`src/pkg/irq_status_pkg.sv`:
```
// Purpose: constants for the capture interrupt status block
// Assumes: AXI4-Lite register access, 32-bit data
// Notes:   offsets are byte addresses
package irq_status_pkg;
  localparam logic [11:0] ADDR_STATUS  = 12'h100;
  localparam logic [11:0] ADDR_MASK    = 12'h104;
  localparam logic [11:0] ADDR_CONTROL = 12'h10C;
  localparam int          MASK_W       = 24;
  localparam logic [23:0] STICKY_BITS  = 24'h0FFB3F;
  localparam int          PSTAT_LSB    = 28;
  localparam int          RUN_BIT      = 27;
  localparam int          ACK_BIT      = 25;
  localparam int          FIELD_BIT    = 24;
  localparam int          CTL_EDGE_BIT = 15;
  localparam int          CTL_INV_BIT  = 14;
  localparam int          CTL_DMA_BIT  = 1;
  localparam int          CTL_FIFO_BIT = 0;
  localparam logic [31:0] CTL_WMASK    = 32'h0000C003;
  localparam logic [1:0]  RESP_OKAY    = 2'h0;
  localparam logic [1:0]  RESP_SLVERR  = 2'h2;
  localparam logic [23:0] MASK_RESET   = 24'h000000;
  localparam logic [31:0] CTL_RESET    = 32'h00000000;
endpackage

```
`src/rtl/capture_interrupt_status.sv`:
```
// Purpose: capture device interrupt status, mask and pin control over AXI4-Lite
// Assumes: event inputs are one-cycle pulses on aclk; the pin is asynchronous
// Notes:   write and read channels are served independently
// Notes on behaviour
// - sticky bits clear only where software writes a one
// - all event and status bits readable at any time
// - program status nibble set and reset by instruction bits, no interrupt
// - running bit reads program enable state, no interrupt
// - ack bit sets on good serial completion, clears on unacked done
// - field bit shows current field, 0 odd, 1 even
// - sync count error sets on counter overflow or sync code mismatch
// - opcode error sets on reserved opcode or reserved sync status
// - bus abort flag sets on master or target abort
// - instruction parity error with response enabled sets flag, stops dma
// - bus parity error sets on any parity error, ignoring response enable
// - stream resync flag sets on pixel, line or mode count mismatch
// - target latency overrun flag sets on overrun-terminated transaction
// - dropped data flag sets when overrun drops dwords
// - program interrupt flag sets on instruction irq bit
// - general pin event sets on programmed edge or level of pin
// - serial bus done flag sets when serial operation completes
// - video presence change sets when video appears or disappears
// - horizontal lock change sets on lock state change either way
// - converter overflow flag sets on luma or chroma overflow
// - line start flag sets on new line or horizontal reset edge
// - field change and format change flags set on their events
// - mask bit one lets the same event bit request interrupt
// - unmasking a pending bit raises the request at once
// - interrupt output is a level held until cleared or masked
// - polarity bit inverts pin; mode bit picks level or rising edge
`timescale 1ns/1ps
module capture_interrupt_status
  import irq_status_pkg::*;
(
  input  wire logic        aclk,
  input  wire logic        aresetn,
  input  wire logic [11:0] s_axi_awaddr,
  input  wire logic        s_axi_awvalid,
  output logic             s_axi_awready,
  input  wire logic [31:0] s_axi_wdata,
  input  wire logic [3:0]  s_axi_wstrb,
  input  wire logic        s_axi_wvalid,
  output logic             s_axi_wready,
  output logic [1:0]       s_axi_bresp,
  output logic             s_axi_bvalid,
  input  wire logic        s_axi_bready,
  input  wire logic [11:0] s_axi_araddr,
  input  wire logic        s_axi_arvalid,
  output logic             s_axi_arready,
  output logic [31:0]      s_axi_rdata,
  output logic [1:0]       s_axi_rresp,
  output logic             s_axi_rvalid,
  input  wire logic        s_axi_rready,
  input  wire logic [3:0]  pstat_set,
  input  wire logic [3:0]  pstat_clr,
  input  wire logic        serial_ok,
  input  wire logic        serial_bus_done,
  input  wire logic        field_even,
  input  wire logic        eol_overflow,
  input  wire logic        sync_mismatch,
  input  wire logic        bad_opcode,
  input  wire logic        bad_sync_status,
  input  wire logic        master_abort,
  input  wire logic        target_abort,
  input  wire logic        parity_resp_en,
  input  wire logic        fetch_parity_err,
  input  wire logic        any_parity_err,
  input  wire logic        stream_resync,
  input  wire logic        target_latency_overrun,
  input  wire logic        dropped_data_overrun,
  input  wire logic        instr_irq,
  input  wire logic        general_interrupt_pin,
  input  wire logic        video_presence_change,
  input  wire logic        horizontal_lock_change,
  input  wire logic        converter_overflow,
  input  wire logic        new_line,
  input  wire logic        horizontal_reset_input,
  input  wire logic        field_change,
  input  wire logic        format_change,
  output logic             dma_program_enable,
  output logic             fifo_enable,
  output logic             irq
);

  typedef struct packed {
    logic        aw_got;
    logic [11:0] awaddr;
    logic        w_got;
    logic [31:0] wdata;
    logic [3:0]  wstrb;
    logic        bvalid;
    logic [1:0]  bresp;
    logic        rvalid;
    logic [31:0] rdata;
    logic [1:0]  rresp;
    logic [3:0]  pstat;
    logic        ack;
    logic        field;
    logic [23:0] sticky;
    logic [23:0] mask;
    logic [31:0] ctl;
    logic [2:0]  pin_sync;
    logic        pin_level;
    logic        pin_prev;
    logic        hr_prev;
    logic        irq;
    logic        awready;
    logic        wready;
    logic        arready;
  } state_t;

  state_t s_q;
  state_t s_d;

  function automatic logic [31:0] merge(input logic [31:0] old,
                                        input logic [31:0] data,
                                        input logic [3:0]  strb);
    logic [31:0] r;
    r = old;
    for (int i = 0; i < 4; i++) begin
      if (strb[i]) begin
        r[i*8 +: 8] = data[i*8 +: 8];
      end
    end
    return r;
  endfunction

  logic [23:0] hw_set;
  logic [23:0] sw_clr;
  logic [31:0] status_word;
  logic [31:0] mask_word;
  logic        pin_in;
  logic        do_write;
  logic        do_read;

  always_comb begin
    // the pin is sampled only once the second and third stages agree
    pin_in = s_q.pin_level ^ s_q.ctl[CTL_INV_BIT];
    hw_set = '0;
    hw_set[19] = eol_overflow | sync_mismatch;
    hw_set[18] = bad_opcode | bad_sync_status;
    hw_set[17] = master_abort | target_abort;
    hw_set[16] = parity_resp_en & fetch_parity_err;
    hw_set[15] = any_parity_err;
    hw_set[14] = stream_resync;
    hw_set[13] = target_latency_overrun;
    hw_set[12] = dropped_data_overrun;
    hw_set[11] = instr_irq;
    hw_set[9]  = s_q.ctl[CTL_EDGE_BIT] ? (pin_in & ~s_q.pin_prev) : pin_in;
    hw_set[8]  = serial_bus_done;
    hw_set[5]  = video_presence_change;
    hw_set[4]  = horizontal_lock_change;
    hw_set[3]  = converter_overflow;
    hw_set[2]  = new_line | (horizontal_reset_input & ~s_q.hr_prev);
    hw_set[1]  = field_change;
    hw_set[0]  = format_change;
    status_word = {s_q.pstat, s_q.ctl[CTL_DMA_BIT], 1'b0, s_q.ack,
                   s_q.field, s_q.sticky};
  end

  always_comb begin
    s_d = s_q;
    sw_clr = '0;
    mask_word = '0;
    s_d.pin_sync = {s_q.pin_sync[1:0], general_interrupt_pin};
    if (s_q.pin_sync[2] == s_q.pin_sync[1]) begin
      s_d.pin_level = s_q.pin_sync[2];
    end
    s_d.pin_prev = pin_in;
    s_d.hr_prev = horizontal_reset_input;
    s_d.field = field_even;
    s_d.pstat = (s_q.pstat | pstat_set) & ~pstat_clr;
    if (serial_ok) begin
      s_d.ack = 1'b1;
    end else if (serial_bus_done) begin
      s_d.ack = 1'b0;
    end
    // write channel: address and data taken in either order
    if (s_axi_awvalid && s_q.awready) begin
      s_d.aw_got = 1'b1;
      s_d.awaddr = s_axi_awaddr;
    end
    if (s_axi_wvalid && s_q.wready) begin
      s_d.w_got = 1'b1;
      s_d.wdata = s_axi_wdata;
      s_d.wstrb = s_axi_wstrb;
    end
    do_write = s_q.aw_got && s_q.w_got && !s_q.bvalid;
    if (do_write) begin
      s_d.aw_got = 1'b0;
      s_d.w_got = 1'b0;
      s_d.bvalid = 1'b1;
      s_d.bresp = RESP_OKAY;
      case ({s_q.awaddr[11:2], 2'b00})
        ADDR_STATUS: begin
          for (int i = 0; i < 3; i++) begin
            if (s_q.wstrb[i]) begin
              sw_clr[i*8 +: 8] = s_q.wdata[i*8 +: 8];
            end
          end
        end
        ADDR_MASK: begin
          mask_word = merge({8'h00, s_q.mask}, s_q.wdata, s_q.wstrb);
          s_d.mask = mask_word[MASK_W-1:0];
        end
        ADDR_CONTROL: begin
          s_d.ctl = merge(s_q.ctl, s_q.wdata, s_q.wstrb) & CTL_WMASK;
        end
        default: begin
          s_d.bresp = RESP_SLVERR;
        end
      endcase
    end
    if (s_q.bvalid && s_axi_bready) begin
      s_d.bvalid = 1'b0;
    end
    // set after clear so a coincident event is kept
    s_d.sticky = ((s_q.sticky & ~sw_clr) | hw_set) & STICKY_BITS;
    if (hw_set[16]) begin
      s_d.ctl[CTL_DMA_BIT] = 1'b0;
    end
    do_read = s_axi_arvalid && s_q.arready;
    if (do_read) begin
      s_d.rvalid = 1'b1;
      s_d.rresp = RESP_OKAY;
      case ({s_axi_araddr[11:2], 2'b00})
        ADDR_STATUS:  s_d.rdata = status_word;
        ADDR_MASK:    s_d.rdata = {8'h00, s_q.mask};
        ADDR_CONTROL: s_d.rdata = s_q.ctl;
        default: begin
          s_d.rdata = 32'h00000000;
          s_d.rresp = RESP_SLVERR;
        end
      endcase
    end else if (s_q.rvalid && s_axi_rready) begin
      s_d.rvalid = 1'b0;
    end
    // readies are registered so no bus output has logic behind its flop
    s_d.awready = !s_d.aw_got && !s_d.bvalid;
    s_d.wready = !s_d.w_got && !s_d.bvalid;
    s_d.arready = !s_d.rvalid;
    // level request from the next-state flags, so unmask acts at once
    s_d.irq = |(s_d.sticky & s_d.mask);
    if (!aresetn) begin
      s_d = '0;
      s_d.mask = MASK_RESET;
      s_d.ctl = CTL_RESET;
    end
  end

  always_ff @(posedge aclk) begin
    s_q <= s_d;
  end

  assign s_axi_awready = s_q.awready;
  assign s_axi_wready = s_q.wready;
  assign s_axi_bvalid = s_q.bvalid;
  assign s_axi_bresp = s_q.bresp;
  assign s_axi_arready = s_q.arready;
  assign s_axi_rvalid = s_q.rvalid;
  assign s_axi_rdata = s_q.rdata;
  assign s_axi_rresp = s_q.rresp;
  assign dma_program_enable = s_q.ctl[CTL_DMA_BIT];
  assign fifo_enable = s_q.ctl[CTL_FIFO_BIT];
  assign irq = s_q.irq;
endmodule

```
`config.mk`:
```
export PLATFORM = sky130hd
export DESIGN_NAME = capture_interrupt_status
export DESIGN_NICKNAME = d
export VERILOG_FILES = /design/src/pkg/irq_status_pkg.sv /design/src/rtl/capture_interrupt_status.sv
export SDC_FILE = /design/constraint.sdc
export NUM_CORES = 1
export LEC_CHECK = 0
export ABC_AREA = 1
export BUFFER_PORTS_ARGS = -buffer_cell sky130_fd_sc_hd__buf_4
export CAP_MARGIN = 15
export CORE_MARGIN = 2
export CORE_UTILIZATION = 60
export CTS_BUF_LIST = sky130_fd_sc_hd__clkbuf_8
export CTS_CLUSTER_DIAMETER = 30
export CTS_CLUSTER_SIZE = 25
export DETAILED_ROUTE_END_ITERATION = 12
export PLACE_DENSITY = 0.92
export SLEW_MARGIN = 5
export SYNTH_ARGS = -nofsm -noshare
export SYNTH_HDL_FRONTEND = slang
export SYNTH_SLANG_ARGS = --single-unit
```
`constraint.sdc`:
```
create_clock -name aclk -period 2.6 [get_ports aclk]
set_clock_uncertainty 0.2 [all_clocks]
set_input_delay 0.13 -clock aclk [delete_from_list [all_inputs] [get_ports aclk]]
set_output_delay 0.13 -clock aclk [all_outputs]
set_load 0.01 [all_outputs]
```
==> results by group <==
Final layout
  – Finished Layout Cells: 1147
  – Area occupied by multi-input gates: 2380 µm²
  – Register area: 2700 µm²
  – # nets final: 1100
  – Area grow syn2layout: 33.5%
  – Fillers: 587
  – Post-route cell area: 7860 µm²
  – Layout cell share with drive strength beyond 1: between 10% and 20%
  – Final Core Density: 81.5%
  – Antenna fix cells: 0

Setup path
  – Worst setup SP type: flip-flop
  – Arr. time, crit path: about 2.5 ns
  – Reg2Reg Depth: 13
  – Crit path to: irq
  – Worst flop-to-flop path startpoint: s_q[179]
  – CP Data Required Time: between 2 and 3 ns
  – Crit path from: s_q[179]
  – CP Class: flip-flop to flip-flop
  – Crit Path Max Fanout: 9
  – Reg2reg setup slack: roughly 0.22 ns
  – Worst Setup End Kind: flip-flop
  – Reg2reg end: irq

Run status
  – Run status: finished, final reports clean

Global route
  – Gr usage total: a little over a third
  – GRT overflow: 0
  – Largest net degree at the start of global routing: 55
  – Vias in the first global route: ~5900
  – Initial antenna violation count: 0
  – First-pass GRT wire length: 28.5 mm

Timing
  – RSZ-0062 raised after global routing: no
  – Maximum clock frequency: 0.420 GHz
  – Final period util: 91.7%
  – Slew headroom: 42.1%
  – Fin crit period: around 2.4 ns
  – Final hold slack: 0.0361 ns
  – Final Hold Fails: 0
  – Final number of setup-violating endpoints: 0
  – Setup TNS: 0 ns
  – Slew Viols, Final: 0
  – Worst-margin pin slew: 0.868 ns
  – Final worst setup slack: 0.217 ns

Floorplanning
  – Die ar.: 10600 µm²
  – Die height: between 100 and 150 µm
  – Core area: 9640 µm²
  – Die extent in x: just over 100 µm
  – Cell Rows: 36
  – Top-Level Pins: 143
  – Initial Util: 61.0%

CTS
  – Num Clock Sinks: 135
  – Latest clock arrival within the worst-skew pair: about 0.45 ns
  – CTS tree: built
  – CTS buffer count: 17
  – Clk root buf: clkbuf_8
  – Clk slew on worst S/H paths: 0.09 ns
  – Clk buf depth: 2
  – H-tree depth: 4

Yosys
  – Adder-Cell Fraction of Synth Area: 0%
  – Synth unique cells: 30
  – Largest family of logic cells by synthesized area: simple AND/OR/NAND/NOR gates
  – Synthesized area: 5880 µm²
  – Register area share after synthesis: a little under half
  – Post-synthesis compound-gate area fraction: about 14%
  – Synth Area in XOR/XNOR: 0.149%
  – Mux contribution to synthesized area: 0%
  – Syn avg cell area: roughly 7.0 µm²
  – FF+latch count, synth: 135
  – Synth Area in Simple Gates: 26.2%
  – Mapped Cells: 837
  – YS warnings: 0

Route
  – Via Count: 6404
  – Drt wl/cell: 16.4 µm
  – Drt drc: 0
  – Drt total wl: 18.8 mm
  – Remaining antenna violation count after routing: 0
  – Vias per inst: ~5.6
  – Initial DRC count: 979
  – Drt first pass iters: 7

Placement
  – I/O Buffers: 126
  – Placed Area: 6650 µm²
  – Placed Instances: 1033
  – Worst slack, placed: ~0.47 ns
  – Routability Congestion: 0.852
  – HPWL Detailed: 9.91 mm

Power
  – Pwr Density: 569 nW/µm²
  – Tot Pwr: 4.47 mW
  – Leakage: around 3.5 nW
  – Maximum vdd ir drop: 0.375 mV

Job
  – # Max-Cap Violations: 0

Worst hold path
  – Hold/Removal Path Class: input pin to flip-flop
Yosys cell counts (all sizes together):
master / instances / area, µm²
a211oi: 3 / 22.5
a21o: 1 / 7.51
a21oi: 76 / 380
buf: 48 / 343
clkbuf: 27 / 101
clkinv: 1 / 3.75
conb: 1 / 3.75
dfxtp: 135 / 2700
inv: 97 / 364
nand2: 175 / 659
nand3: 44 / 245
nand4: 11 / 68.8
nor2: 128 / 495
nor3: 10 / 60.1
o211ai: 1 / 7.51
o21ai: 63 / 315
o22ai: 13 / 81.3
or2: 2 / 12.5
xnor2: 1 / 8.76
where the power goes:
| group | internal (mW) | switching (mW) |
|---|---|---|
| Combinational | 0.249 | 0.269 |
| Clock | 0.834 | 0.912 |
| Sequential | 2.14 | 0.0641 |
layer usage:
| layer | share of wire (%) | vias to the layer above | global-route usage, % |
|---|---|---|---|
| met5 | 0 | - | 0 |
| met1 | 37 | 2842 | 42.1 |
| met4 | 5.9 | 0 | 17.7 |
| met2 | 47 | 482 | 58.5 |
| li1 | - | 2947 | - |
| met3 | 10 | 133 | 7.93 |
cell type report:
cell class	count	area share, %
Tap cell	133	2.12
Multi-Input combinational cell	531	30.2
Clock inverter	13	1.74
Inverter	98	4.68
Clock buffer	19	3.33
Timing Repair Buffer	218	23.5
Sequential cell	135	34.4
sequential cells by signal (all words and copies together) (netlist names):
name / cells
s_axi_wready: 1
s_axi_rresp: 1
s_axi_arready: 1
s_axi_rvalid: 1
s_axi_awready: 1
irq: 1
s_axi_rdata: 31
dma_program_enable: 1
s_q: 94
s_axi_bresp: 1
fifo_enable: 1
s_axi_bvalid: 1
worst min-delay path by stage:
stage,startpoint,end,slack (ns),cells after the start
2_1_floorplan,pstat_clr[0],s_q[92],0.009,1
3_3_place_gp,pstat_clr[0],s_q[92],0.09,2
3_5_place_dp,pstat_clr[2],s_q[94],0.1,2
4_1_cts,s_axi_araddr[3],s_axi_rresp[1],0.004,5
5_1_grt,s_axi_wvalid,s_q[134],0.06,4
6_report,s_axi_araddr[3],s_axi_rdata[0],0.04,7
placed cells by master (no fill, tap or decap), drive strengths merged:
cell	instances
nand2	175
buf	140
dfxtp	135
nor2	128
inv	102
dlygate4sd3	78
a21oi	76
o21ai	63
nand3	44
clkbuf	19
o22ai	13
nand4	11
nor3	10
clkinv	7
a211oi	3
conb	3
or2	2
o211ai	1
xnor2	1
a21o	1
bufinv	1
clkinvlp	1
critical path: stages (launching register included):
cell	delay [ns]
dfxtp_1	0.32
inv_1	0.07
nor2_1	0.14
nand2_1	0.14
nor2_4	0.27
nand2_2	0.19
o21ai_0	0.29
nand2_1	0.11
nand2_1	0.07
nand2_1	0.06
inv_1	0.06
nand3_1	0.12
nor2_1	0.16
nor2_1	0.05
logic make-up (layout without fill, tap and decap cells):
kind of cell,Yosys count,in the layout
other,1,3
and+or+nand+nor,370,370
buffers and inverters,173,348
xor gates and xnor gates,1,1
DFF,135,135
AOI/OAI and AO/OA,157,157
what timing repair did:
action	4_1_cts	5_1_grt
buffers inserted	0	4
hold buffers	78	0
setup endpoints to repair	0	1
endpoints found under the hold margin	84	0
gates resized for setup	0	1
(Power assumes the default switching activity.)
